===== src/verilog/wwd_pkg.sv =====
package wwd_pkg;

   // Register indices; the byte address on the bus is four times the index
   localparam logic [7:0] IDX_CTRL_PERIOD = 8'h78;
   localparam logic [7:0] IDX_CTRL_CLOCK = 8'h79;
   localparam logic [7:0] IDX_PSC_LOW = 8'h7a;
   localparam logic [7:0] IDX_PSC_HIGH = 8'h7b;
   localparam logic [7:0] IDX_TIMER = 8'h7c;
   localparam logic [7:0] IDX_IRQ_STATUS = 8'h7d;
   localparam logic [7:0] IDX_IRQ_MASK = 8'h7e;

   // Field positions
   localparam int SEN_BIT = 0;
   localparam int PERIOD_LSB = 1;
   localparam int WINDOW_LSB = 0;
   localparam int CLOCK_LSB = 4;
   localparam int ARMED_BIT = 2;
   localparam int TIMER_LSB = 3;
   localparam int IRQ_TIMEOUT_BIT = 0;
   localparam int IRQ_VIOLATION_BIT = 1;

   localparam int PSC_WIDTH = 18;
   localparam int TMR_WIDTH = 5;

   // Fuse values that leave a field writable, and reset values
   localparam logic [4:0] PERIOD_FUSE_FREE = 5'h1f;
   localparam logic [4:0] PERIOD_RESET = 5'h0b;
   localparam logic [4:0] PERIOD_MAX_CODE = 5'h12;
   localparam logic [2:0] CLOCK_FUSE_FREE = 3'h7;
   localparam logic [2:0] CLOCK_RESET = 3'h0;
   localparam logic [2:0] WINDOW_FUSE_FREE = 3'h7;
   localparam logic [2:0] WINDOW_FULL_OPEN = 3'h7;
   localparam logic [4:0] WINDOW_STEP = 5'h04;
   localparam logic [4:0] TMR_LAST = 5'h1f;
   localparam logic [1:0] IRQ_RESET = 2'h0;

   // Operating modes
   localparam logic [1:0] MODE_OFF = 2'h0;
   localparam logic [1:0] MODE_SOFT = 2'h1;
   localparam logic [1:0] MODE_NO_SLEEP = 2'h2;
   localparam logic [1:0] MODE_ALWAYS = 2'h3;

   // Clock source codes
   localparam logic [2:0] CLK_LOW_FREQ_INT = 3'h0;
   localparam logic [2:0] CLK_MID_FREQ_INT = 3'h1;
   localparam logic [2:0] CLK_SECONDARY = 3'h2;
   localparam logic [2:0] CLK_EXTERNAL = 3'h3;

   // Start-up: fuses are loaded once their synchronisers have settled
   localparam logic [1:0] INIT_LOAD = 2'h2;
   localparam logic [1:0] INIT_DONE = 2'h3;

   // Reserved period codes fall back to the shortest interval
   function automatic logic [4:0] period_shift(input logic [4:0] code);
      return (code > PERIOD_MAX_CODE) ? 5'h00 : code;
   endfunction

   function automatic logic [PSC_WIDTH-1:0] psc_last(input logic [4:0] code);
      logic [PSC_WIDTH:0] span;
      span = (PSC_WIDTH+1)'(1) << period_shift(code);
      return PSC_WIDTH'(span - (PSC_WIDTH+1)'(1));
   endfunction

   function automatic logic window_closed(input logic [2:0] win,
                                          input logic [4:0] tmr);
      logic [4:0] limit;
      limit = 5'(5'(WINDOW_FULL_OPEN - win) * WINDOW_STEP);
      return tmr < limit;
   endfunction

endpackage


===== src/verilog/wwd_sync.sv =====
`timescale 1ns/10ps
module wwd_sync #(
   parameter int WIDTH = 1
) (
   input wire logic clock,              // System clock
   input wire logic rst_n,              // Synchronous-domain reset, low
   input wire logic [WIDTH-1:0] din,    // Asynchronous level
   output logic [WIDTH-1:0] dout        // Level after two flops
);
   logic [WIDTH-1:0] stage;

   always_ff @(posedge clock or negedge rst_n) begin
      if (!rst_n) begin
         stage <= '0;
         dout <= '0;
      end else begin
         stage <= din;
         dout <= stage;
      end
   end
endmodule


===== src/verilog/wwd_top.sv =====
// Local design decision: register access over Avalon-MM.
`timescale 1ns/10ps
module wwd_top
   import wwd_pkg::*;
(
   input wire logic clock,                  // 200 MHz system clock
   input wire logic rst_n,                  // Asynchronous reset, low
   input wire logic [9:0] avs_address,      // Byte address
   input wire logic avs_read,               // Read request
   input wire logic avs_write,              // Write request
   input wire logic [31:0] avs_writedata,   // Write data
   input wire logic [3:0] avs_byteenable,   // Byte lanes
   output logic [31:0] avs_readdata,        // Read data
   output logic avs_waitrequest,            // Slave not ready
   input wire logic [1:0] cfg_watchdog_mode, // Mode fuse
   input wire logic [4:0] cfg_period_fuse,  // Period fuse
   input wire logic [2:0] cfg_clock_fuse,   // Clock-source fuse
   input wire logic [2:0] cfg_window_fuse,  // Window fuse
   input wire logic wdt_clk_in,             // Selected oscillator
   input wire logic device_sleep,           // Core is asleep
   input wire logic watchdog_clear_instr,   // Clear pulse from the core
   output logic [3:0] osc_enable,           // One-hot oscillator request, zero for reserved codes
   output logic watchdog_reset,             // Reset request pulse
   output logic irq                         // Interrupt, high level
);
   logic [1:0] rst_pipe, mode_sync, init_cnt, mode, irq_status, irq_mask;
   logic [4:0] period_fuse_sync, period_fuse, period_select;
   logic [2:0] clock_fuse_sync, window_fuse_sync, clock_fuse, window_fuse;
   logic [2:0] clock_source_field, window_select;
   logic [PSC_WIDTH-1:0] prescaler_count;
   logic [TMR_WIDTH-1:0] window_count_bits;
   logic [7:0] index, read_value;
   logic sys_rst_n, tick_sync, sleep_sync, tick_prev, sleep_prev, init_done;
   logic soft_enable, armed, bus_ack, wr_ack, rd_ack, ctrl_write;
   logic tick_edge, sleep_edge, wdt_active, windowed, clear_req, violation;
   logic timeout, timer_clear, psc_wrap;

   // Reset release through two flops
   always_ff @(posedge clock or negedge rst_n) begin
      if (!rst_n) begin
         rst_pipe <= 2'h0;
      end else begin
         rst_pipe <= {rst_pipe[0], 1'b1};
      end
   end
   assign sys_rst_n = rst_pipe[1];

   wwd_sync #(.WIDTH(15)) u_sync_fuse (
      .clock(clock),
      .rst_n(sys_rst_n),
      .din({cfg_watchdog_mode, cfg_period_fuse, cfg_clock_fuse,
            cfg_window_fuse, wdt_clk_in, device_sleep}),
      .dout({mode_sync, period_fuse_sync, clock_fuse_sync,
             window_fuse_sync, tick_sync, sleep_sync})
   );

   always_ff @(posedge clock or negedge sys_rst_n) begin
      if (!sys_rst_n) begin
         tick_prev <= 1'b0;
         sleep_prev <= 1'b0;
      end else begin
         tick_prev <= tick_sync;
         sleep_prev <= sleep_sync;
      end
   end
   assign tick_edge = tick_sync && !tick_prev;
   assign sleep_edge = sleep_sync && !sleep_prev;

   // Fuses are caught once after release, then held as straps
   always_ff @(posedge clock or negedge sys_rst_n) begin
      if (!sys_rst_n) begin
         init_cnt <= 2'h0;
      end else if (init_cnt != INIT_DONE) begin
         init_cnt <= init_cnt + 2'h1;
      end
   end
   assign init_done = (init_cnt == INIT_DONE);

   always_ff @(posedge clock or negedge sys_rst_n) begin
      if (!sys_rst_n) begin
         mode <= MODE_OFF;
         period_fuse <= PERIOD_FUSE_FREE;
         clock_fuse <= CLOCK_FUSE_FREE;
         window_fuse <= WINDOW_FUSE_FREE;
      end else if (init_cnt == INIT_LOAD) begin
         mode <= mode_sync;
         period_fuse <= period_fuse_sync;
         clock_fuse <= clock_fuse_sync;
         window_fuse <= window_fuse_sync;
      end
   end

   // Bus slave: one cycle of waitrequest low per request; a write lands
   // only at the edge that completes the transfer, with waitrequest low
   assign index = avs_address[9:2];
   assign bus_ack = (avs_read || avs_write) && avs_waitrequest && init_done;
   assign wr_ack = avs_write && !avs_waitrequest && avs_byteenable[0];
   assign rd_ack = bus_ack && avs_read;
   assign ctrl_write = wr_ack &&
      (index == IDX_CTRL_PERIOD || index == IDX_CTRL_CLOCK);

   always_ff @(posedge clock or negedge sys_rst_n) begin
      if (!sys_rst_n) begin
         avs_waitrequest <= 1'b1;
      end else begin
         avs_waitrequest <= !bus_ack;
      end
   end

   // Period and soft enable
   always_ff @(posedge clock or negedge sys_rst_n) begin
      if (!sys_rst_n) begin
         period_select <= PERIOD_RESET;
         soft_enable <= 1'b0;
      end else if (init_cnt == INIT_LOAD) begin
         period_select <= (period_fuse_sync == PERIOD_FUSE_FREE) ?
            PERIOD_RESET : period_fuse_sync;
      end else if (wr_ack && index == IDX_CTRL_PERIOD) begin
         if (period_fuse == PERIOD_FUSE_FREE) begin
            period_select <= avs_writedata[PERIOD_LSB +: 5];
         end
         soft_enable <= avs_writedata[SEN_BIT];
      end
   end

   // Clock source and window
   always_ff @(posedge clock or negedge sys_rst_n) begin
      if (!sys_rst_n) begin
         clock_source_field <= CLOCK_RESET;
         window_select <= WINDOW_FULL_OPEN;
      end else if (init_cnt == INIT_LOAD) begin
         clock_source_field <= (clock_fuse_sync == CLOCK_FUSE_FREE) ?
            CLOCK_RESET : clock_fuse_sync;
         window_select <= window_fuse_sync;
      end else if (wr_ack && index == IDX_CTRL_CLOCK) begin
         if (clock_fuse == CLOCK_FUSE_FREE) begin
            clock_source_field <= avs_writedata[CLOCK_LSB +: 3];
         end
         if (window_fuse == WINDOW_FUSE_FREE) begin
            window_select <= avs_writedata[WINDOW_LSB +: 3];
         end
      end
   end

   // Reserved codes request no oscillator, so the timer stalls visibly
   always_ff @(posedge clock or negedge sys_rst_n) begin
      if (!sys_rst_n) begin
         osc_enable <= 4'h0;
      end else begin
         unique case (clock_source_field)
            CLK_LOW_FREQ_INT: osc_enable <= 4'h1;
            CLK_MID_FREQ_INT: osc_enable <= 4'h2;
            CLK_SECONDARY: osc_enable <= 4'h4;
            CLK_EXTERNAL: osc_enable <= 4'h8;
            default: osc_enable <= 4'h0;
         endcase
      end
   end

   // Mode 10 stops in sleep; mode 01 follows soft enable
   always_comb begin
      unique case (mode)
         MODE_ALWAYS: wdt_active = 1'b1;
         MODE_NO_SLEEP: wdt_active = !sleep_sync;
         MODE_SOFT: wdt_active = soft_enable;
         MODE_OFF: wdt_active = 1'b0;
      endcase
   end

   assign windowed = (window_select != WINDOW_FULL_OPEN);
   assign clear_req = watchdog_clear_instr && init_done && wdt_active;
   assign violation = clear_req && windowed &&
      (!armed || window_closed(window_select, window_count_bits));
   assign psc_wrap = (prescaler_count >= psc_last(period_select));
   assign timeout = tick_edge && wdt_active && psc_wrap &&
      (window_count_bits == TMR_LAST);
   assign timer_clear = !init_done || !wdt_active || ctrl_write ||
      clear_req || sleep_edge || timeout;

   // Prescaler divides by 2**code, by 1 for a reserved code; the 5-bit timer by 32 more
   always_ff @(posedge clock or negedge sys_rst_n) begin
      if (!sys_rst_n) begin
         prescaler_count <= '0;
         window_count_bits <= '0;
      end else if (timer_clear) begin
         prescaler_count <= '0;
         window_count_bits <= '0;
      end else if (tick_edge) begin
         if (psc_wrap) begin
            prescaler_count <= '0;
            window_count_bits <= window_count_bits + 5'h01;
         end else begin
            prescaler_count <= prescaler_count + 18'h00001;
         end
      end
   end

   // Reading the period register arms, even in a cycle with a clear; any other clear disarms
   always_ff @(posedge clock or negedge sys_rst_n) begin
      if (!sys_rst_n) begin
         armed <= 1'b0;
      end else if (rd_ack && index == IDX_CTRL_PERIOD) begin
         armed <= 1'b1;
      end else if (clear_req || timer_clear) begin
         armed <= 1'b0;
      end
   end

   // Violation resets like a time-out
   always_ff @(posedge clock or negedge sys_rst_n) begin
      if (!sys_rst_n) begin
         watchdog_reset <= 1'b0;
      end else begin
         watchdog_reset <= timeout || violation;
      end
   end

   // Sticky events; a new event beats a same-cycle write of one
   always_ff @(posedge clock or negedge sys_rst_n) begin
      if (!sys_rst_n) begin
         irq_status <= IRQ_RESET;
      end else begin
         if (wr_ack && index == IDX_IRQ_STATUS) begin
            irq_status <= irq_status & ~avs_writedata[1:0] |
               {violation, timeout};
         end else begin
            irq_status <= irq_status | {violation, timeout};
         end
      end
   end

   always_ff @(posedge clock or negedge sys_rst_n) begin
      if (!sys_rst_n) begin
         irq_mask <= IRQ_RESET;
      end else if (wr_ack && index == IDX_IRQ_MASK) begin
         irq_mask <= avs_writedata[1:0];
      end
   end

   always_ff @(posedge clock or negedge sys_rst_n) begin
      if (!sys_rst_n) begin
         irq <= 1'b0;
      end else begin
         irq <= |(irq_status & irq_mask);
      end
   end

   always_comb begin
      read_value = 8'h00;
      unique case (index)
         IDX_CTRL_PERIOD: begin
            read_value[PERIOD_LSB +: 5] = period_select;
            read_value[SEN_BIT] = soft_enable;
         end
         IDX_CTRL_CLOCK: begin
            read_value[CLOCK_LSB +: 3] = clock_source_field;
            read_value[WINDOW_LSB +: 3] = window_select;
         end
         IDX_PSC_LOW: read_value = prescaler_count[7:0];
         IDX_PSC_HIGH: read_value = prescaler_count[15:8];
         IDX_TIMER: begin
            read_value[TIMER_LSB +: 5] = window_count_bits;
            read_value[ARMED_BIT] = armed;
            read_value[1:0] = prescaler_count[17:16];
         end
         IDX_IRQ_STATUS: read_value[1:0] = irq_status;
         IDX_IRQ_MASK: read_value[1:0] = irq_mask;
         default: read_value = 8'h00;
      endcase
   end

   always_ff @(posedge clock or negedge sys_rst_n) begin
      if (!sys_rst_n) begin
         avs_readdata <= 32'h00000000;
      end else if (rd_ack) begin
         avs_readdata <= {24'h000000, read_value};
      end
   end

   chk_min_prescale: assert property (
      @(posedge clock) disable iff (!sys_rst_n)
      tick_edge && !timer_clear && period_select > PERIOD_MAX_CODE
      |=> window_count_bits == $past(window_count_bits) + 5'h01)
      else $error("reserved period code did not act as minimum");

   chk_write_clears: assert property (
      @(posedge clock) disable iff (!sys_rst_n)
      ctrl_write |=> prescaler_count == '0 && window_count_bits == '0)
      else $error("control write did not clear timer");

   chk_period_locked: assert property (
      @(posedge clock) disable iff (!sys_rst_n)
      init_done && period_fuse != PERIOD_FUSE_FREE |=> $stable(period_select))
      else $error("locked period field changed");

   chk_clock_locked: assert property (
      @(posedge clock) disable iff (!sys_rst_n)
      init_done && clock_fuse != CLOCK_FUSE_FREE
      |=> $stable(clock_source_field))
      else $error("locked clock field changed");

   chk_window_locked: assert property (
      @(posedge clock) disable iff (!sys_rst_n)
      init_done && window_fuse != WINDOW_FUSE_FREE |=> $stable(window_select))
      else $error("locked window field changed");

   chk_disabled_cleared: assert property (
      @(posedge clock) disable iff (!sys_rst_n)
      init_done && mode == MODE_SOFT && !soft_enable
      |=> prescaler_count == '0 && window_count_bits == '0)
      else $error("software-disabled watchdog kept counting");

   chk_unarmed_clear: assert property (
      @(posedge clock) disable iff (!sys_rst_n)
      clear_req && windowed && !armed
      |=> watchdog_reset && irq_status[IRQ_VIOLATION_BIT])
      else $error("unarmed clear gave no violation");

   chk_closed_clear: assert property (
      @(posedge clock) disable iff (!sys_rst_n)
      clear_req && window_select == 3'h0 && window_count_bits < 5'h1c
      |=> watchdog_reset)
      else $error("clear in closed window gave no reset");

   chk_armed_read: assert property (
      @(posedge clock) disable iff (!sys_rst_n)
      rd_ack && index == IDX_TIMER
      |=> avs_readdata[ARMED_BIT] == $past(armed))
      else $error("armed flag read back wrong");

   chk_read_arms: assert property (
      @(posedge clock) disable iff (!sys_rst_n)
      rd_ack && index == IDX_CTRL_PERIOD
      |=> armed)
      else $error("reading period register did not arm");

   chk_psc_low: assert property (
      @(posedge clock) disable iff (!sys_rst_n)
      rd_ack && index == IDX_PSC_LOW
      |=> avs_readdata == {24'h000000, $past(prescaler_count[7:0])})
      else $error("prescaler low byte read back wrong");

   chk_unmapped_zero: assert property (
      @(posedge clock) disable iff (!sys_rst_n)
      rd_ack && (index < IDX_CTRL_PERIOD || index > IDX_IRQ_MASK)
      |=> avs_readdata == 32'h00000000 && !avs_waitrequest)
      else $error("unmapped read not zero");

endmodule


===== config.mk =====
export PLATFORM = sky130hd
export DESIGN_NAME = wwd_top
export DESIGN_NICKNAME = d
export VERILOG_FILES = /design/src/verilog/wwd_pkg.sv /design/src/verilog/wwd_sync.sv /design/src/verilog/wwd_top.sv
export SDC_FILE = /design/constraint.sdc
export NUM_CORES = 1
export LEC_CHECK = 0
export CORE_MARGIN = 2
export CORE_UTILIZATION = 35
export CTS_CLUSTER_SIZE = 12
export DETAILED_ROUTE_END_ITERATION = 16
export DONT_BUFFER_PORTS = 1
export HOLD_SLACK_MARGIN = 0.1
export PLACE_DENSITY = 0.46
export RECOVER_POWER = 25
export SYNTH_ARGS = -nofsm -noshare
export SYNTH_HDL_FRONTEND = slang
export SYNTH_HIERARCHICAL = 1
export SYNTH_SLANG_ARGS = --single-unit

===== constraint.sdc =====
create_clock -name clock -period 4.5 [get_ports clock]
set_clock_uncertainty 0.2 [all_clocks]
set_input_delay 1.35 -clock clock [delete_from_list [all_inputs] [get_ports clock]]
set_output_delay 1.35 -clock clock [all_outputs]
set_load 0.02 [all_outputs]

# Word level (Yosys, flattened, before mapping)
# Cells that the tools add are included.
[totals] reg_bits=104 latchBits=0 ramBits=0 rom_bits=0 inputBits=66 output_inout_bits=39 elab_cells=145 memories=0
[classes] add_sub_neg=5 multipliers=0 div_mod_pow=0 magnitude_cmp=3 n_eq_ne=23 shift=1 n_mux=29 bitwise=6 reduce_logical=54
[ops] op="$eq 8x7->1 const B" n=7
[ops] op="$mux 18" n=3
[ops] op="$mux 5" n=8
[ops] op="$mux 3" n=7
[ops] op="$logic_and 1x1->1" n=20
[ops] op="$add 18x1->18 const B" n=1
[ops] op="$ge 18x18->1" n=1
[ops] op="$shl 1x5->18 const A" n=1
[ops] op="$sub 18x1->18 const B" n=1
[ops] op="$pmux 4 s4" n=1
[ops] op="$reduce_bool 2->1" n=8
[ops] op="$eq 5x5->1 const B" n=3
[ops] op="$pmux 2 s7" n=1
[ops] op="$pmux 1 s4" n=3
[ops] op="$logic_or 1x1->1" n=10
[ops] op="$pmux 2 s5" n=1
[ops] op="$reduce_and 2->1" n=5
[ops] op="$eq 3x3->1 const B" n=3
[ops] op="$eq 2x2->1 const B" n=4
[ops] op="$logic_not 1->1" n=8
[ops] op="$eq 3x2->1 const B" n=2
[ops] op="$add 5x1->5 const B" n=1
[ops] op="$gt 5x5->1 const B" n=1
[ops] op="$lt 5x5->1" n=1
[ops] op="other kinds (17)" n=20

# Logic depth before layout (Yosys ltp)
# Gate-level depths: netlist (run 1).
[depth] depth_word=11 mapped_depth=16 mapped_depth_nobuf=15

# By module
# Netlist (run 1), hierarchy kept.
[modules_own_cells] mod="wwd_top" n_inst=1 cells_per_inst=523 area_each_um2=4830.9 seq_area_each_um2=1874.3
[modules_own_cells] mod="wwd_sync" n_inst=1 cells_per_inst=30 area_each_um2=750.7 seq_area_each_um2=750.7

# Worst setup path after synthesis (run 1)
# OpenSTA, ideal clock, no wires.
[synth_timing] path_type="register to register" start="reg period_select[3]" end="reg prescaler_count[10]" setup_ps=129 arrival_ps=3462 setup_slack_ps=709 path_stages_with_launch=16 path_cell_list="dfstp_2 -> clkbuf_1 -> nor2_1 -> a22oi_1 -> ha_1 -> clkbuf_1 -> o21a_1 -> a41oi_1 -> ha_1 -> nand4_1 -> or3_1 -> nor3_2 -> a211oi_2 -> buf_2 -> a32oi_1 -> o31ai_1"
[synth_between] elab_chain_cells=9
[synth_rtl] element="start, declared" line_no="wwd_top.sv:27" source="logic [4:0] period_fuse_sync, period_fuse, period_select;"
[synth_rtl] element="start signal, assigned" line_no="wwd_top.sv:116" source="period_select <= (period_fuse_sync == PERIOD_FUSE_FREE) ?"
[synth_rtl] element="start signal, assigned" line_no="wwd_top.sv:120" source="period_select <= avs_writedata[PERIOD_LSB +: 5];"
[synth_rtl] element="$gt 5x5->1" line_no="wwd_pkg.sv:55" source="return (code > PERIOD_MAX_CODE) ? 5'h00 : code;"
[synth_rtl] element="$mux 5 *" line_no="wwd_pkg.sv:55"
[synth_rtl] element="$shl 1x5->18 *" line_no="wwd_pkg.sv:60" source="span = (PSC_WIDTH+1)'(1) << period_shift(code);"
[synth_rtl] element="$sub 18x1->18 *" line_no="wwd_pkg.sv:61" source="return PSC_WIDTH'(span - (PSC_WIDTH+1)'(1));"
[synth_rtl] element="$ge 18x18->1 *" line_no="wwd_top.sv:174" source="assign psc_wrap = (prescaler_count >= psc_last(period_select));"
[synth_rtl] element="$logic_and 1x1->1 (2 in series)" line_no="wwd_top.sv:175" source="assign timeout = tick_edge && wdt_active && psc_wrap &&"
[synth_rtl] element="$logic_or 1x1->1" line_no="wwd_top.sv:178" source="clear_req || sleep_edge || timeout;"
[synth_rtl] element="$mux 18 / $reduce_bool 2->1 (equally long branches)"
[synth_rtl] element="end signal, assigned" line_no="wwd_top.sv:193" source="prescaler_count <= prescaler_count + 18'h00001;"
[synth_rtl] element="end, declared" line_no="wwd_top.sv:30" source="logic [PSC_WIDTH-1:0] prescaler_count;"
# Every way passes the cells marked *; elsewhere a longest branch is shown, timed or not. The select of a mux whose other input is x is not followed.
# A chain may end at the register's enable or synchronous reset.

# Worst setup path in the final report (run 1)
[layout_timing] start="reg period_select[0]" end="reg prescaler_count[2]"
# The elaborated chain is that of the path after synthesis.

==> results, run 1 <==
- The register clock-pin slew on the reported worst setup and hold paths is 0.08 ns.
- The post-route minimum period is 4.10 ns.
- STA puts the critical path data arrival time at 4.13 ns.
- The most used flip-flop cell after synthesis is sky130_fd_sc_hd__dfrtp_1.
- For this configuration, the core starts out at a cell density of 35.5%.
- The later-pin clock latency in the skew report is 0.36 ns.
- The number of antenna violations at the first check in global routing was 0.
- The area added between synthesis and finish is 9.26%.
- The sequential cells in the finished layout cover a total of 2630 µm².
- In this run, post-CTS repair resized a total of 0 instances.
- The final number of setup-violating endpoints is 0.
- The full die area is 17000 µm².
- Prior to clock tree synthesis, the placed netlist has a worst setup slack of 0.412 ns.
- In this run the cell area of the synthesized design comes to 5580 µm².
- The count of nets left with antenna violations once routing finished came out at 0.
- The cell count of the worst reg-to-reg path is 15.
- The count of boundary I/O pins is 105.
- The final number of max-transition violations is 72.
- The first-pass detailed-route iteration total is 5.
- Across all register-to-register paths, the minimum setup slack is 0.40 ns.
- The slew at the pin closest to its max-slew limit is 2.66 ns.
- The die is 130 µm wide.
- The filler cell count in the final layout is 1583.
- Of the cells placed in the final design, the portion with a size suffix greater than 1 is 13.8%.
- The maximum number of pins on one net before global-route repair is 72.
- The routability congestion estimate from global placement is 0.870.
- For the final routed database, the setup TNS stands at 0 ns.
- The final wirelength is 13300 µm.
- The proportion of synthesized chip area in sequential cells is 47.0%.
- The startpoint identified for the worst register-to-register timing path is period_select[0].
- The number of global-route vias before repair came to 3939.
- The first global-routing pass estimated 21400 µm of wire.
- The most frequent cell after synthesis is sky130_fd_sc_hd__dfrtp_1.
- The post-route fraction of the period consumed by the critical path is 91.0%.
- The cell count after synthesis is 553.
- The cell at the root of the clock tree is sky130_fd_sc_hd__clkbuf_16.
- The capture endpoint of the worst hold path is u_sync_fuse/dout[7].
- The cell area power density is 324 nW/µm².
- The total area inside the core boundary comes to 15700 µm².
- The number of clock buffers added by TritonCTS is 9.
- The number of sinks handled by clock tree synthesis is 104.
- Summed over all cells, the static leakage comes to 0.00258 µW.
- Global routing used 16.7% of the available tracks.
- The number of buffers inserted to repair setup after CTS is 0.
- In this run the tool buffered the top-level ports with 0 buffer cells.
- The worst hold path passes through 0 cells.
- The final cell count without fillers is 775.
- The clock passes through at most 2 buffers.
- The uppermost layer routed is met4.
- The max-capacitance violation count is 1.
- The net switching power figure is 505 µW.
- The area of the multi-input gates is 2650 µm².
- The average cell area after synthesis is 10.1 µm².
- The path class of the tightest hold or removal check is register to register.
- The total of warnings raised by yosys is 6.
- The element type at the critical path start is a register.
- The flow ran to the end, but the final reports show violations.
- In this run the worst path has a maximum fanout of 14.
- The fraction of post-synthesis cell area in the top cell type by area is 38.6%.
- The checks that failed: capacitance limit, slew limit.
- The global-route congestion overflow total is 0.
- Setup slack on the critical path of the routed design comes to 0.403 ns.
- The DRC marker count from the first detailed-route iteration is 219.
- The startpoint identified for the worst hold timing path is u_sync_fuse/stage[7].
- The biggest area contributor in the post-synthesis netlist is sky130_fd_sc_hd__dfrtp_1.
- TritonCTS built the clock tree.
- The highest attainable clock frequency is 0.244 GHz.
- The hold buffer count at CTS is 0.
- The worst setup path is of the register to register kind.
- Yosys attributes the largest share of cell area to sky130_fd_sc_hd__dfrtp_1 39%, sky130_fd_sc_hd__dfstp_2 8.5%, sky130_fd_sc_hd__ha_1 5.8%, sky130_fd_sc_hd__nand2_1 3.6%, sky130_fd_sc_hd__buf_4 3.4%.
- The commonest cells after synthesis are 86 x sky130_fd_sc_hd__dfrtp_1, 54 x sky130_fd_sc_hd__nand2_1, 30 x sky130_fd_sc_hd__inv_1.
- The detailed route wirelength on metal3 is 624 µm.
- Including well taps, the total number of placed cells is 759.
- In this run, the clock network consumes 41.0% of the power.
- After detailed routing, the average wire length per cell comes to 17.1 µm.
- Of the total power, the share spent switching nets is 25.6%.
- The maximum level of the CTS H-tree is 3.
- The initialized floorplan defines 46 standard-cell rows.
- In this run the tightest slew margin relative to its limit is -77.4%.
- The number of antenna diodes in the final layout is 0.
- In the routed design, unresolved DRC markers number 0.
- Counting flops and latches in the post-synthesis netlist gives 104.
- The routed design uses 5900 µm of met2 wire.
- Setup repair after global routing left no endpoint under its margin.
- The final number of hold-violating endpoints was 0.
- In this run, synthesis inferred 0 flip-flops with an integrated enable.
- The floorplan step set the die height to 130 µm.
- The share of power burned in registers is 51.3%.
- The share of power burned in combinational logic is 7.8%.
- The number of nets in the layout is 646.
- The wire length on met1 is 6500 µm.
- After legalization and detailed placement, the total HPWL measured 9870 µm.
- The worst register-to-register path ends at prescaler_count[2].
- In the routed layout, each cell is associated on average with a via count of 5.21.
- The detailed router placed 4040 vias in this run.
- STA classifies the critical path endpoint as a register.
- The core utilization of the finished layout is 38.8%.
- At the worst endpoint, the required time is 4.53 ns.
- The largest voltage drop on the vdd net is 0.210 mV.
- The netlist uses 65 different library cells.
- The share of flip-flops with an asynchronous set or reset is 100%.
- The internal power is 1470 µW.
## state kept, by name (all words and copies together), names as in the netlist, 3 cells and up
signal and flops:
clock_fuse 3, avs_readdata 8, u_sync_fuse/dout 15, window_fuse 3
prescaler_count 18, window_select 3, clock_source_field 3, osc_enable 4
window_count_bits 5, period_select 5, u_sync_fuse/stage 15, period_fuse 5
## final cells by class
type | count | share of cell area, %
clock inverters | 6 | 1.25
clock buffers | 10 | 3.75
flip-flops and latches | 104 | 43.0
repair buffers | 17 | 2.30
multi-input cells | 392 | 43.4
well taps | 216 | 4.43
inverters | 30 | 1.85
## cells by family after synthesis
family	count (synthesis)	synth area share, %
simple gates	172	17.9
compound gates	144	17.1
flops	104	47.0
buf+inv	80	7.26
fa+ha+maj	26	5.83
mux	22	4.21
xor+xnor	3	0.471
other cells	2	0.135
## worst max-delay path by stage
stage / start / end / slack (ns) / depth (start not counted)
floorplan: period_select[3] / prescaler_count[10] / 0.71 / 15
global placement: period_select[0] / window_count_bits[0] / 0.42 / 14
detailed placement: period_select[0] / prescaler_count[2] / 0.41 / 15
CTS: period_select[0] / prescaler_count[2] / 0.37 / 15
global route: period_select[1] / window_count_bits[0] / 0.1 / 16
finish: period_select[0] / prescaler_count[2] / 0.40 / 15
## layer usage
metal,up-vias,GRT usage [%]
met4,0,5.95
met2,102,24.6
met3,18,4.18
li1,1955,-
met5,-,0
met1,1965,23.8
## power by group through the flow
| stage | clock (µW) | combinational (µW) | sequential, µW |
|---|---|---|---|
| after floorplan | 0 | 138 | 1020 |
| after global placement | 0 | 152 | 1030 |
| after detailed placement | 0 | 153 | 1030 |
| after CTS | 835 | 154 | 1020 |
| after global routing | 878 | 172 | 1020 |
| final | 809 | 153 | 1010 |
## worst max-delay path, stage by stage, from the launching register on
cell	delay [ns]
sky130_fd_sc_hd__dfstp_2	0.69
sky130_fd_sc_hd__nor2_1	0.10
sky130_fd_sc_hd__a22oi_1	0.31
sky130_fd_sc_hd__ha_1	0.40
sky130_fd_sc_hd__nor2_1	0.10
sky130_fd_sc_hd__mux2_2	0.27
sky130_fd_sc_hd__a32oi_1	0.19
sky130_fd_sc_hd__ha_1	0.18
sky130_fd_sc_hd__nand4_1	0.12
sky130_fd_sc_hd__or3_1	0.43
sky130_fd_sc_hd__nor3_2	0.24
sky130_fd_sc_hd__a211oi_4	0.10
sky130_fd_sc_hd__buf_12	0.17
sky130_fd_sc_hd__buf_4	0.18
sky130_fd_sc_hd__a31oi_1	0.17
sky130_fd_sc_hd__o22ai_1	0.10
## per-stage QoR
stage               hold slack (ns)  area, µm²  total power (µW)
finish                        0.149       6100              1970
global route                  0.161       6100              2070
CTS                           0.152       6100              2000
detailed placement            0.135       5800              1190
global placement              0.134       5800              1180
floorplan                     0.131       5670              1160
## layout by cell type, fill, tap and decap left out, types with 9 or more instances in the layout
master / synthesis / final
sky130_fd_sc_hd__mux2i_1: 10 / 10
sky130_fd_sc_hd__nor2_1: 26 / 26
sky130_fd_sc_hd__o21ai_1: 21 / 21
sky130_fd_sc_hd__a22oi_1: 11 / 11
sky130_fd_sc_hd__clkbuf_16: 0 / 9
sky130_fd_sc_hd__ha_1: 26 / 26
sky130_fd_sc_hd__dfstp_2: 18 / 18
sky130_fd_sc_hd__o21ai_0: 18 / 18
sky130_fd_sc_hd__nand3_1: 23 / 23
sky130_fd_sc_hd__a21oi_1: 24 / 24
sky130_fd_sc_hd__mux2_2: 11 / 11
sky130_fd_sc_hd__dfrtp_1: 86 / 86
sky130_fd_sc_hd__a31oi_1: 15 / 15
sky130_fd_sc_hd__nand4_1: 10 / 10
sky130_fd_sc_hd__inv_1: 30 / 30
sky130_fd_sc_hd__conb_1: 2 / 25
sky130_fd_sc_hd__buf_4: 25 / 16
sky130_fd_sc_hd__nand2_1: 54 / 54
(Power assumes the default switching activity.)
==> run 2, diff against run 1 <==
--- a/config.mk
+++ b/config.mk
@@ -15,5 +15,4 @@
 export RECOVER_POWER = 25
 export SYNTH_ARGS = -nofsm -noshare
 export SYNTH_HDL_FRONTEND = slang
-export SYNTH_HIERARCHICAL = 1
 export SYNTH_SLANG_ARGS = --single-unit
==> constraint.sdc (replaced) <==
create_clock -name clock -period 4.5 [get_ports clock]
set_clock_uncertainty 0.2 [all_clocks]
set_input_delay 0.9 -clock clock [delete_from_list [all_inputs] [get_ports clock]]
set_output_delay 0.9 -clock clock [all_outputs]
set_load 0.02 [all_outputs]
==> run 2 against run 1 <==
  * The flow still finishes with violations (capacitance limit, slew limit)
  * Die area down 0.87%
  * Routed wire length is 3.8% higher
  * Worst hold slack improved by 0.0013 ns
  * Largest cell class is now sequential cells
  * Largest power group unchanged
==> results, run 2 <==
- The number of distinct library cell variants in the gate-level netlist after synthesis is 66 (+1.5%).
- STA classifies the critical path startpoint as a register.
- The overall power after layout came to 2000 µW (+1.2%).
- The top cell family by delay on the critical path is compound AO/OA/AOI/OAI gates.
- The final number of max-transition violations is 59 (-18%).
- By area the synthesized netlist is led by sky130_fd_sc_hd__dfrtp_1 39%, sky130_fd_sc_hd__dfstp_2 8.6%, sky130_fd_sc_hd__ha_1 5.9%, sky130_fd_sc_hd__buf_4 3.4%, sky130_fd_sc_hd__o21ai_0 3.3%.
- The number of enable-type register cells in the synthesized netlist came to 0 (unchanged).
- The commonest non-fill, non-tap cell in the layout is sky130_fd_sc_hd__dfrtp_1.
- The share of synthesized cell area in and, or, nand and nor gates is 16.2% (-1.7 points).
- The library cell occupying the most area in the post-synthesis netlist is sky130_fd_sc_hd__dfrtp_1.
- The signal on the critical path passes through or2_2 > nor2_1 > a22oi_1 > ha_1 > nor3_1 > mux2i_1 > o21a_1 > ha_1 > nand2_1 > o21a_1 > a2111o_1 > o21a_1 > buf_4 > nor2_1 > o21ai_0.
- In the synthesized netlist, the cells that appear most often are 86 x sky130_fd_sc_hd__dfrtp_1, 48 x sky130_fd_sc_hd__nand2_1, 36 x sky130_fd_sc_hd__o21ai_0.
- The number of diodes is 0 (unchanged).
- The slew at the pin closest to its max-slew limit was 2.40 ns (-0.262 ns).
- The share of synthesized area spent on multiplexers came to 4.68% (+0.47 points).
- The largest family of logic cells by synthesized area is compound AO/OA/AOI/OAI gates.
- The filler cell count in the final layout is 1507 (-4.8%).
- The starting density of the core is 36.1% (+0.60 points).
- The final number of hold-violating endpoints is 0 (unchanged).
- The detailed placement HPWL was 9950 µm (+0.85%).
- The final number of setup-violating endpoints came to 0 (unchanged).
- The average cell area after synthesis came to 10.2 µm² (+1.1%).
- The number of global-route vias before repair came to 4030 (+2.3%).
- The cell sitting at the root of the clock tree is a sky130_fd_sc_hd__clkbuf_16.
- The most used flip-flop cell after synthesis is sky130_fd_sc_hd__dfrtp_1.
- The share of flip-flops with an asynchronous set or reset was 100% (unchanged).
- The slowest stage of the critical path belongs to the cell sky130_fd_sc_hd__a2111o_1.
- The number of nets in the layout is 635 (-1.7%).
- The number of flip-flops in the largest register is 18 (unchanged).
- The most frequent cell after synthesis is sky130_fd_sc_hd__dfrtp_1.
- The worst setup path is of the register to register kind.
- The detailed-route wire length per cell is 18.1 µm (+6.0%).
- The wire length on met1 came to 6440 µm (-0.98%).
- The mapped cell area is 5530 µm² (-0.90%).
- The die span in y came to 130 µm (-0.44%).
- The number of synthesized register bits was 104 (unchanged).
- The detailed router used layers up to and including met4.
- The ratio of cells with drive above 1 in the final layout is 14.4% (+0.64 points).
- The proportion of synthesized chip area in sequential cells was 47.5% (+0.43 points).
- The maximum number of pins on one net before global-route repair is 59 (-18%).
- The full die area is 16800 µm² (-0.87%).
- The later-pin clock latency in the skew report is 0.36 ns (about the same).
- The count of vias placed by the detailed router is 4112 (+1.8%).
- The worst hold path begins at u_sync_fuse.stage[8].
- The number of antenna violations at the first check in global routing is 0 (unchanged).
- Setup repair after global routing left no endpoint under its margin.
- The total negative slack for setup checks is 0 ns (unchanged).
- The cell area power density is 331 nW/µm² (+2.1%).
- The number of buffer and inverter stages on the critical path is 1 (-1).
- The compound-cell area share of the yosys netlist is 18.6% (+1.5 points).
- The highest attainable clock frequency came to 0.245 GHz (+0.55%).
- The detailed route wirelength on metal3 was 733 µm (+17%).
- The data required time of the critical path came to 4.52 ns (about the same).
- The area added between synthesis and finish came to 9.32% (about the same).
- The flow ran to the end, but the final reports show violations.
- The routability congestion estimate from global placement came to 0.865 (-0.57%).
- The cell count after synthesis is 542 (-2.0%).
- The worst hold path belongs to the class register to register.
- The number of CTS-inserted buffers is 9 (unchanged).
- The total of warnings raised by yosys was 0 (-6).
- The register containing the most flip-flops in the final layout is prescaler_count.
- The number of buffers between clock root and the deepest sink is 2 (unchanged).
- The wire length of the first global-routing pass came to 22100 µm (+2.9%).
- The largest registers in the layout are prescaler_count (18), u_sync_fuse.dout (15), u_sync_fuse.stage (15).
- The count of boundary I/O pins was 105 (unchanged).
- The fraction of post-synthesis cell area in the top cell type by area is 38.9% (+0.35 points).
- The floorplan core area is 15300 µm² (-2.5%).
- The post-route fraction of the period consumed by the critical path is 90.5% (-0.50 points).
- The data arrival at the endpoint of the critical path is 4.10 ns (-0.03 ns).
- The largest voltage drop on the vdd net is 0.233 mV (+11%).
- The share of synthesized cell area in full adder, half adder and majority cells was 5.88% (+0.053 points).
- The synthesized-area fraction occupied by xor and xnor cells is 0.317% (-0.15 points).
- The first-pass detailed-route iteration total came to 5 (unchanged).
- In this design, the critical path's most frequently occurring cell is sky130_fd_sc_hd__o21a_1.
- The startpoint of the most critical setup path is period_select[1].
- The routed wire length on met2 is 6380 µm (+8.1%).
- The number of sinks handled by clock tree synthesis is 104 (unchanged).
- The post-route minimum period came to 4.07 ns (-0.0225 ns).
- The final wirelength is 13800 µm (+3.8%).
- The horizontal die dimension is 130 µm (-0.44%).
- The max-capacitance violation count was 1 (unchanged).
- The checks that failed: capacitance limit, slew limit.
- The worst slew slack as a fraction of its limit was -59.9% (+17 points).
- The count of input and output buffers is 0 (unchanged).
- The category of the worst setup path capture point is a register.
- The remaining design rule violation count is 0 (unchanged).
- The global-route congestion overflow total is 0 (unchanged).
- The post-detailed-route via-to-cell ratio is 5.42 (+3.9%).
- The row count came to 45 (-2.2%).
- The maximum cell stage delay along the critical path was 0.40 ns (-0.29 ns).
- The TritonCTS clock tree is done.
- The total leakage power is 0.00265 µW (+2.8%).
- The register clock-pin slew on the reported worst setup and hold paths is 0.07 ns (about the same).
- The largest fanout on the critical path came to 19 (+5).
- The startpoint identified for the worst register-to-register timing path is period_select[1].
- The residual antenna-violating net count after detailed routing is 0 (unchanged).
- The maximum level of the CTS H-tree is 3 (unchanged).
- The top cell types in the final layout, fill and taps aside, are 86 x sky130_fd_sc_hd__dfrtp_1, 48 x sky130_fd_sc_hd__nand2_1, 36 x sky130_fd_sc_hd__o21ai_0, 33 x sky130_fd_sc_hd__nor2_1, 26 x sky130_fd_sc_hd__ha_1.
- The overall global routing resource usage was 17.3% (+0.60 points).
- The DRC marker count from the first detailed-route iteration is 367 (+68%).
[run 2: changes by cell type after synthesis, moves of 6 or more]
cell	delta
sky130_fd_sc_hd__o21ai_1	-20
sky130_fd_sc_hd__nand3_1	-7
sky130_fd_sc_hd__o31ai_1	+7
sky130_fd_sc_hd__o21ai_0	+18
sky130_fd_sc_hd__a22o_1	+10
sky130_fd_sc_hd__a31oi_1	-9
sky130_fd_sc_hd__inv_1	-11
sky130_fd_sc_hd__nand2_1	-6
sky130_fd_sc_hd__nor2_1	+7
[run 2: repair_timing]
action / in CTS / in global routing
endpoints found under the setup margin: 0 / 0
buffers inserted: 0 / 0
hold buffers: 1 / 0
endpoints found under the hold margin: 2 / 0
gates resized for setup: 0 / 0
[run 2: layer usage]
layer	up-vias	track usage [%]
met5	-	0
li1	1943	-
met4	0	6.01
met1	2046	23.5
met2	106	27.2
met3	17	4.02
[run 2: path summary, 6_finish.rpt]
check,depth (start not counted),to,slack (ns)
max in group asynchronous,1,period_select[1],1.70
hold / removal,0,u_sync_fuse.dout[8],0.15
setup reg to reg,15,window_count_bits[1],0.43
min in group asynchronous,1,rst_pipe[1],0.56
hold reg to reg,0,u_sync_fuse.dout[8],0.15
setup / recovery,15,window_count_bits[1],0.43
[run 2: power by group]
group | total, µW | leakage [µW] | internal, µW | switching [µW]
Sequential | 1010 | 0.00128 | 973 | 38.5
Clock | 829 | 0.000151 | 444 | 385
Combinational | 159 | 0.00122 | 58.0 | 101
[run 2: kinds of logic after synthesis]
group	after synthesis
DFF	104
muxes	24
AOI/OAI and AO/OA	150
and+or+nand+nor	164
xor gates and xnor gates	2
other	2
adders and majority gates	26
buffers and inverters	70
[run 2: per-stage QoR]
step           worst slack [ns]  hold slack [ns]  instance area [µm²]  instances  utilization (%)
3_3_place_gp              0.481            0.134                 5720        742             37.4
2_1_floorplan             0.614            0.131                 5620        565                -
6_report                  0.425            0.150                 6050        759             39.5
3_5_place_dp              0.467            0.135                 5720        742             37.4
5_1_grt                  0.0943            0.157                 6050        759             39.5
4_1_cts                   0.441            0.150                 6050        759             39.5
[run 2: worst register-to-register path: stages (launching register included)]
cell,delay [ns]
sky130_fd_sc_hd__dfstp_2,0.37
sky130_fd_sc_hd__or2_2,0.34
sky130_fd_sc_hd__nor2_1,0.20
sky130_fd_sc_hd__a22oi_1,0.16
sky130_fd_sc_hd__ha_1,0.26
sky130_fd_sc_hd__nor3_1,0.24
sky130_fd_sc_hd__mux2i_1,0.11
sky130_fd_sc_hd__o21a_1,0.18
sky130_fd_sc_hd__ha_1,0.30
sky130_fd_sc_hd__nand2_1,0.06
sky130_fd_sc_hd__o21a_1,0.21
sky130_fd_sc_hd__a2111o_1,0.40
sky130_fd_sc_hd__o21a_1,0.20
sky130_fd_sc_hd__buf_4,0.21
sky130_fd_sc_hd__nor2_1,0.36
sky130_fd_sc_hd__o21ai_0,0.16
[run 2: final cells by class]
| cell class | instances | area [µm²] | share of cell area [%] |
|---|---|---|---|
| multi-input combinational | 391 | 2620 | 43.4 |
| tap | 211 | 264 | 4.37 |
| clock inverter | 7 | 91.3 | 1.51 |
| inverter | 20 | 75.1 | 1.24 |
| timing repair buffer | 17 | 143 | 2.36 |
| sequential | 104 | 2630 | 43.4 |
| clock buffer | 9 | 225 | 3.72 |
==> run 3, diff against run 2 <==
--- a/config.mk
+++ b/config.mk
@@ -5,13 +5,15 @@
 export SDC_FILE = /design/constraint.sdc
 export NUM_CORES = 1
 export LEC_CHECK = 0
+export CELL_PAD_IN_SITES_DETAIL_PLACEMENT = 1
+export CELL_PAD_IN_SITES_GLOBAL_PLACEMENT = 1
 export CORE_MARGIN = 2
 export CORE_UTILIZATION = 35
 export CTS_CLUSTER_SIZE = 12
 export DETAILED_ROUTE_END_ITERATION = 16
 export DONT_BUFFER_PORTS = 1
 export HOLD_SLACK_MARGIN = 0.1
-export PLACE_DENSITY = 0.46
+export PLACE_DENSITY = 0.57
 export RECOVER_POWER = 25
 export SYNTH_ARGS = -nofsm -noshare
 export SYNTH_HDL_FRONTEND = slang
==> run 3 against run 2 <==
  * The run still ends with capacitance limit, slew limit left
  * Count of clock-buffer cells in the layout stayed put
  * Sequential power hardly changed
  * Die area stayed put
  * Largest cell class is now multi-input combinational cells
  * Highest routed layer unchanged
==> results, run 3 (synthesis gave the netlist of run 2 again) <==
- The maximum level of the CTS H-tree was 3 (unchanged).
- The minimum setup slack after placement is 0.126 ns (-0.341 ns).
- The horizontal die dimension was 130 µm (unchanged).
- The category of the worst setup path capture point is a register.
- The final number of setup-violating endpoints is 0 (unchanged).
- The largest fanout on the critical path is 9 (-10).
- The number of CTS-inserted buffers is 9 (unchanged).
- The post-route fraction of the period consumed by the critical path is 93.7% (+3.1 points).
- The count of boundary I/O pins was 105 (unchanged).
- The global-route congestion overflow total is 0 (unchanged).
- The number of global-route vias before repair is 4310 (+6.9%).
- The routability congestion estimate from global placement is 0.866 (+0.10%).
- The cell count of the worst reg-to-reg path is 14 (-1).
- The DRC marker count from the first detailed-route iteration was 352 (-4.1%).
- The count of input and output buffers is 0 (unchanged).
- The max-capacitance violation count was 1 (unchanged).
- The post-detailed-route via-to-cell ratio is 5.41 (-0.13%).
- The library cell used most frequently in the layout, excluding fill and tap cells, is sky130_fd_sc_hd__dfrtp_1.
- The number of diodes was 0 (unchanged).
- The final wirelength came to 14700 µm (+7.1%).
- The top cell types in the final layout, fill and taps aside, are 86 x sky130_fd_sc_hd__dfrtp_1, 48 x sky130_fd_sc_hd__nand2_1, 36 x sky130_fd_sc_hd__o21ai_0, 29 x sky130_fd_sc_hd__nor2_1, 26 x sky130_fd_sc_hd__ha_1.
- The number of nets in the layout is 631 (-0.63%).
- The number of sinks handled by clock tree synthesis is 104 (unchanged).
- The endpoint of the worst-slack reg-to-reg timing path is prescaler_count[17].
- The worst setup path category is register to register.
- The flow ran to the end, but the final reports show violations.
- The floorplan core area came to 15300 µm² (unchanged).
- The detailed placement HPWL is 10900 µm (+9.9%).
- The first-pass detailed-route iteration total came to 5 (unchanged).
- The worst setup slack after layout was 0.284 ns (-0.141 ns).
- The checks that failed: capacitance limit, slew limit.
- The ratio of cells with drive above 1 in the final layout is 14.5% (+0.11 points).
- The number of buffers between clock root and the deepest sink was 2 (unchanged).
- The full die area is 16800 µm² (unchanged).
- The overall global routing resource usage is 18.7% (+1.5 points).
- prescaler_count holds more flip-flops than any other register.
- The most critical setup path has its startpoint at period_select[2].
- The worst slew slack as a fraction of its limit is -86.0% (-26 points).
- The remaining design rule violation count is 0 (unchanged).
- The post-route minimum period came to 4.22 ns (+0.141 ns).
- TritonCTS built the clock tree.
- The slew at the pin closest to its max-slew limit is 2.79 ns (+0.391 ns).
- The later-pin clock latency in the skew report is 0.36 ns (about the same).
- The number of cells on the worst hold path was 0 (unchanged).
- In this run the most critical hold path is launched from u_sync_fuse.stage[7].
- The register clock-pin slew on the reported worst setup and hold paths is 0.07 ns (about the same).
- The detailed-route wire length per cell is 19.5 µm (+7.7%).
- The area added between synthesis and finish is 8.71%.
- Setup repair after global routing left no endpoint under its margin.
- The capture endpoint of the worst hold path is u_sync_fuse.dout[7].
- The highest attainable clock frequency is 0.237 GHz (-3.3%).
- The largest voltage drop on the vdd net is 0.216 mV (-7.1%).
- The total leakage power is 0.00262 µW (-0.92%).
- The worst min-delay path class is register to register.
- The die span in y came to 130 µm (unchanged).
- The total negative slack for setup checks is 0 ns (unchanged).
- The wire length of the first global-routing pass is 23900 µm (+8.3%).
- The data arrival at the endpoint of the critical path was 4.27 ns (+0.17 ns).
- The row count was 45 (unchanged).
- The number of flip-flops in the largest register came to 18 (unchanged).
- The residual antenna-violating net count after detailed routing is 0 (unchanged).
- The final number of max-transition violations is 69 (+17%).
- The worst-case register-to-register setup slack is 0.28 ns (-0.14 ns).
- The final number of hold-violating endpoints is 0 (unchanged).
- The filler cell count in the final layout is 1729 (+15%).
- In the final layout, the registers with the most flip-flops are prescaler_count (18), u_sync_fuse.dout (15), u_sync_fuse.stage (15).
- The data required time of the critical path was 4.56 ns (+0.04 ns).
- The count of vias placed by the detailed router came to 4085 (-0.66%).
- The maximum number of pins on one net before global-route repair was 69 (+17%).
- The starting density of the core was 36.1% (unchanged).
- The tree is rooted in a sky130_fd_sc_hd__clkbuf_16.
- The cell area power density is 329 nW/µm² (-0.57%).
- The number of antenna violations at the first check in global routing was 0 (unchanged).
- The element type at the critical path start is a register.
- The number of buffers inserted to repair setup after CTS is 0 (unchanged).
- In this run the critical register-to-register path is launched from period_select[2].
run 3: worst max-delay path by stage:
stage	endpoint	slack, ns	cells after the start
2_1_floorplan	prescaler_count[1]	0.61	15
3_3_place_gp	prescaler_count[17]	0.30	14
3_5_place_dp	window_count_bits[4]	0.13	15
4_1_cts	window_count_bits[4]	0.11	15
5_1_grt	prescaler_count[17]	0.02	14
6_report	prescaler_count[17]	0.28	14
run 3: through the flow:
step                      instances  hold slack, ns  cell area [µm²]  utilization, %  power (µW)
final                           755           0.149             6010            39.3        1980
after global routing            755           0.157             6010            39.3        2070
after CTS                       755           0.154             6010            39.2        2010
after detailed placement        738           0.136             5690            37.2        1190
after global placement          738           0.133             5690            37.2        1180
after floorplan                 565           0.131             5620               -        1160
run 3: area by class of cell:
cell class / instances / area [µm²] / area share, %
Inverter: 20 / 75.1 / 1.25
Sequential cell: 104 / 2630 / 43.7
Tap cell: 211 / 264 / 4.39
Multi-Input combinational cell: 391 / 2630 / 43.8
Clock buffer: 9 / 225 / 3.75
Clock inverter: 7 / 77.6 / 1.29
Timing Repair Buffer: 13 / 113 / 1.87
run 3: timing repair:
action	4_1_cts	5_1_grt
hold buffers	1	0
gates resized for setup	0	4
hold endpoints to repair	2	0
setup endpoints to repair	0	21
run 3: metal layers:
metal / up-vias / routed length, µm / GRT usage [%]
met5: - / 0 / 0
met4: 0 / 236 / 5.50
met3: 12 / 662 / 4.18
met2: 68 / 7220 / 30.7
met1: 2067 / 6620 / 25.0
li1: 1938 / - / -
run 3: power by group:
part	total (µW)	switching [µW]	internal, µW
combinational	159	103	55.8
clock	804	367	438
sequential	1010	40.6	973
run 3: critical path, cell delays in order (launching register included):
cell and delay (ns):
sky130_fd_sc_hd__dfrtp_1 0.40, sky130_fd_sc_hd__or2_2 0.34, sky130_fd_sc_hd__nor2_2 0.23, sky130_fd_sc_hd__a22oi_1 0.17, sky130_fd_sc_hd__ha_1 0.30, sky130_fd_sc_hd__buf_4 0.21
sky130_fd_sc_hd__mux2_2 0.26, sky130_fd_sc_hd__a32oi_1 0.18, sky130_fd_sc_hd__ha_1 0.29, sky130_fd_sc_hd__a21oi_1 0.14, sky130_fd_sc_hd__nand2_1 0.06, sky130_fd_sc_hd__a221oi_1 0.45
sky130_fd_sc_hd__o21a_1 0.28, sky130_fd_sc_hd__nand3_1 0.28, sky130_fd_sc_hd__o31ai_1 0.30
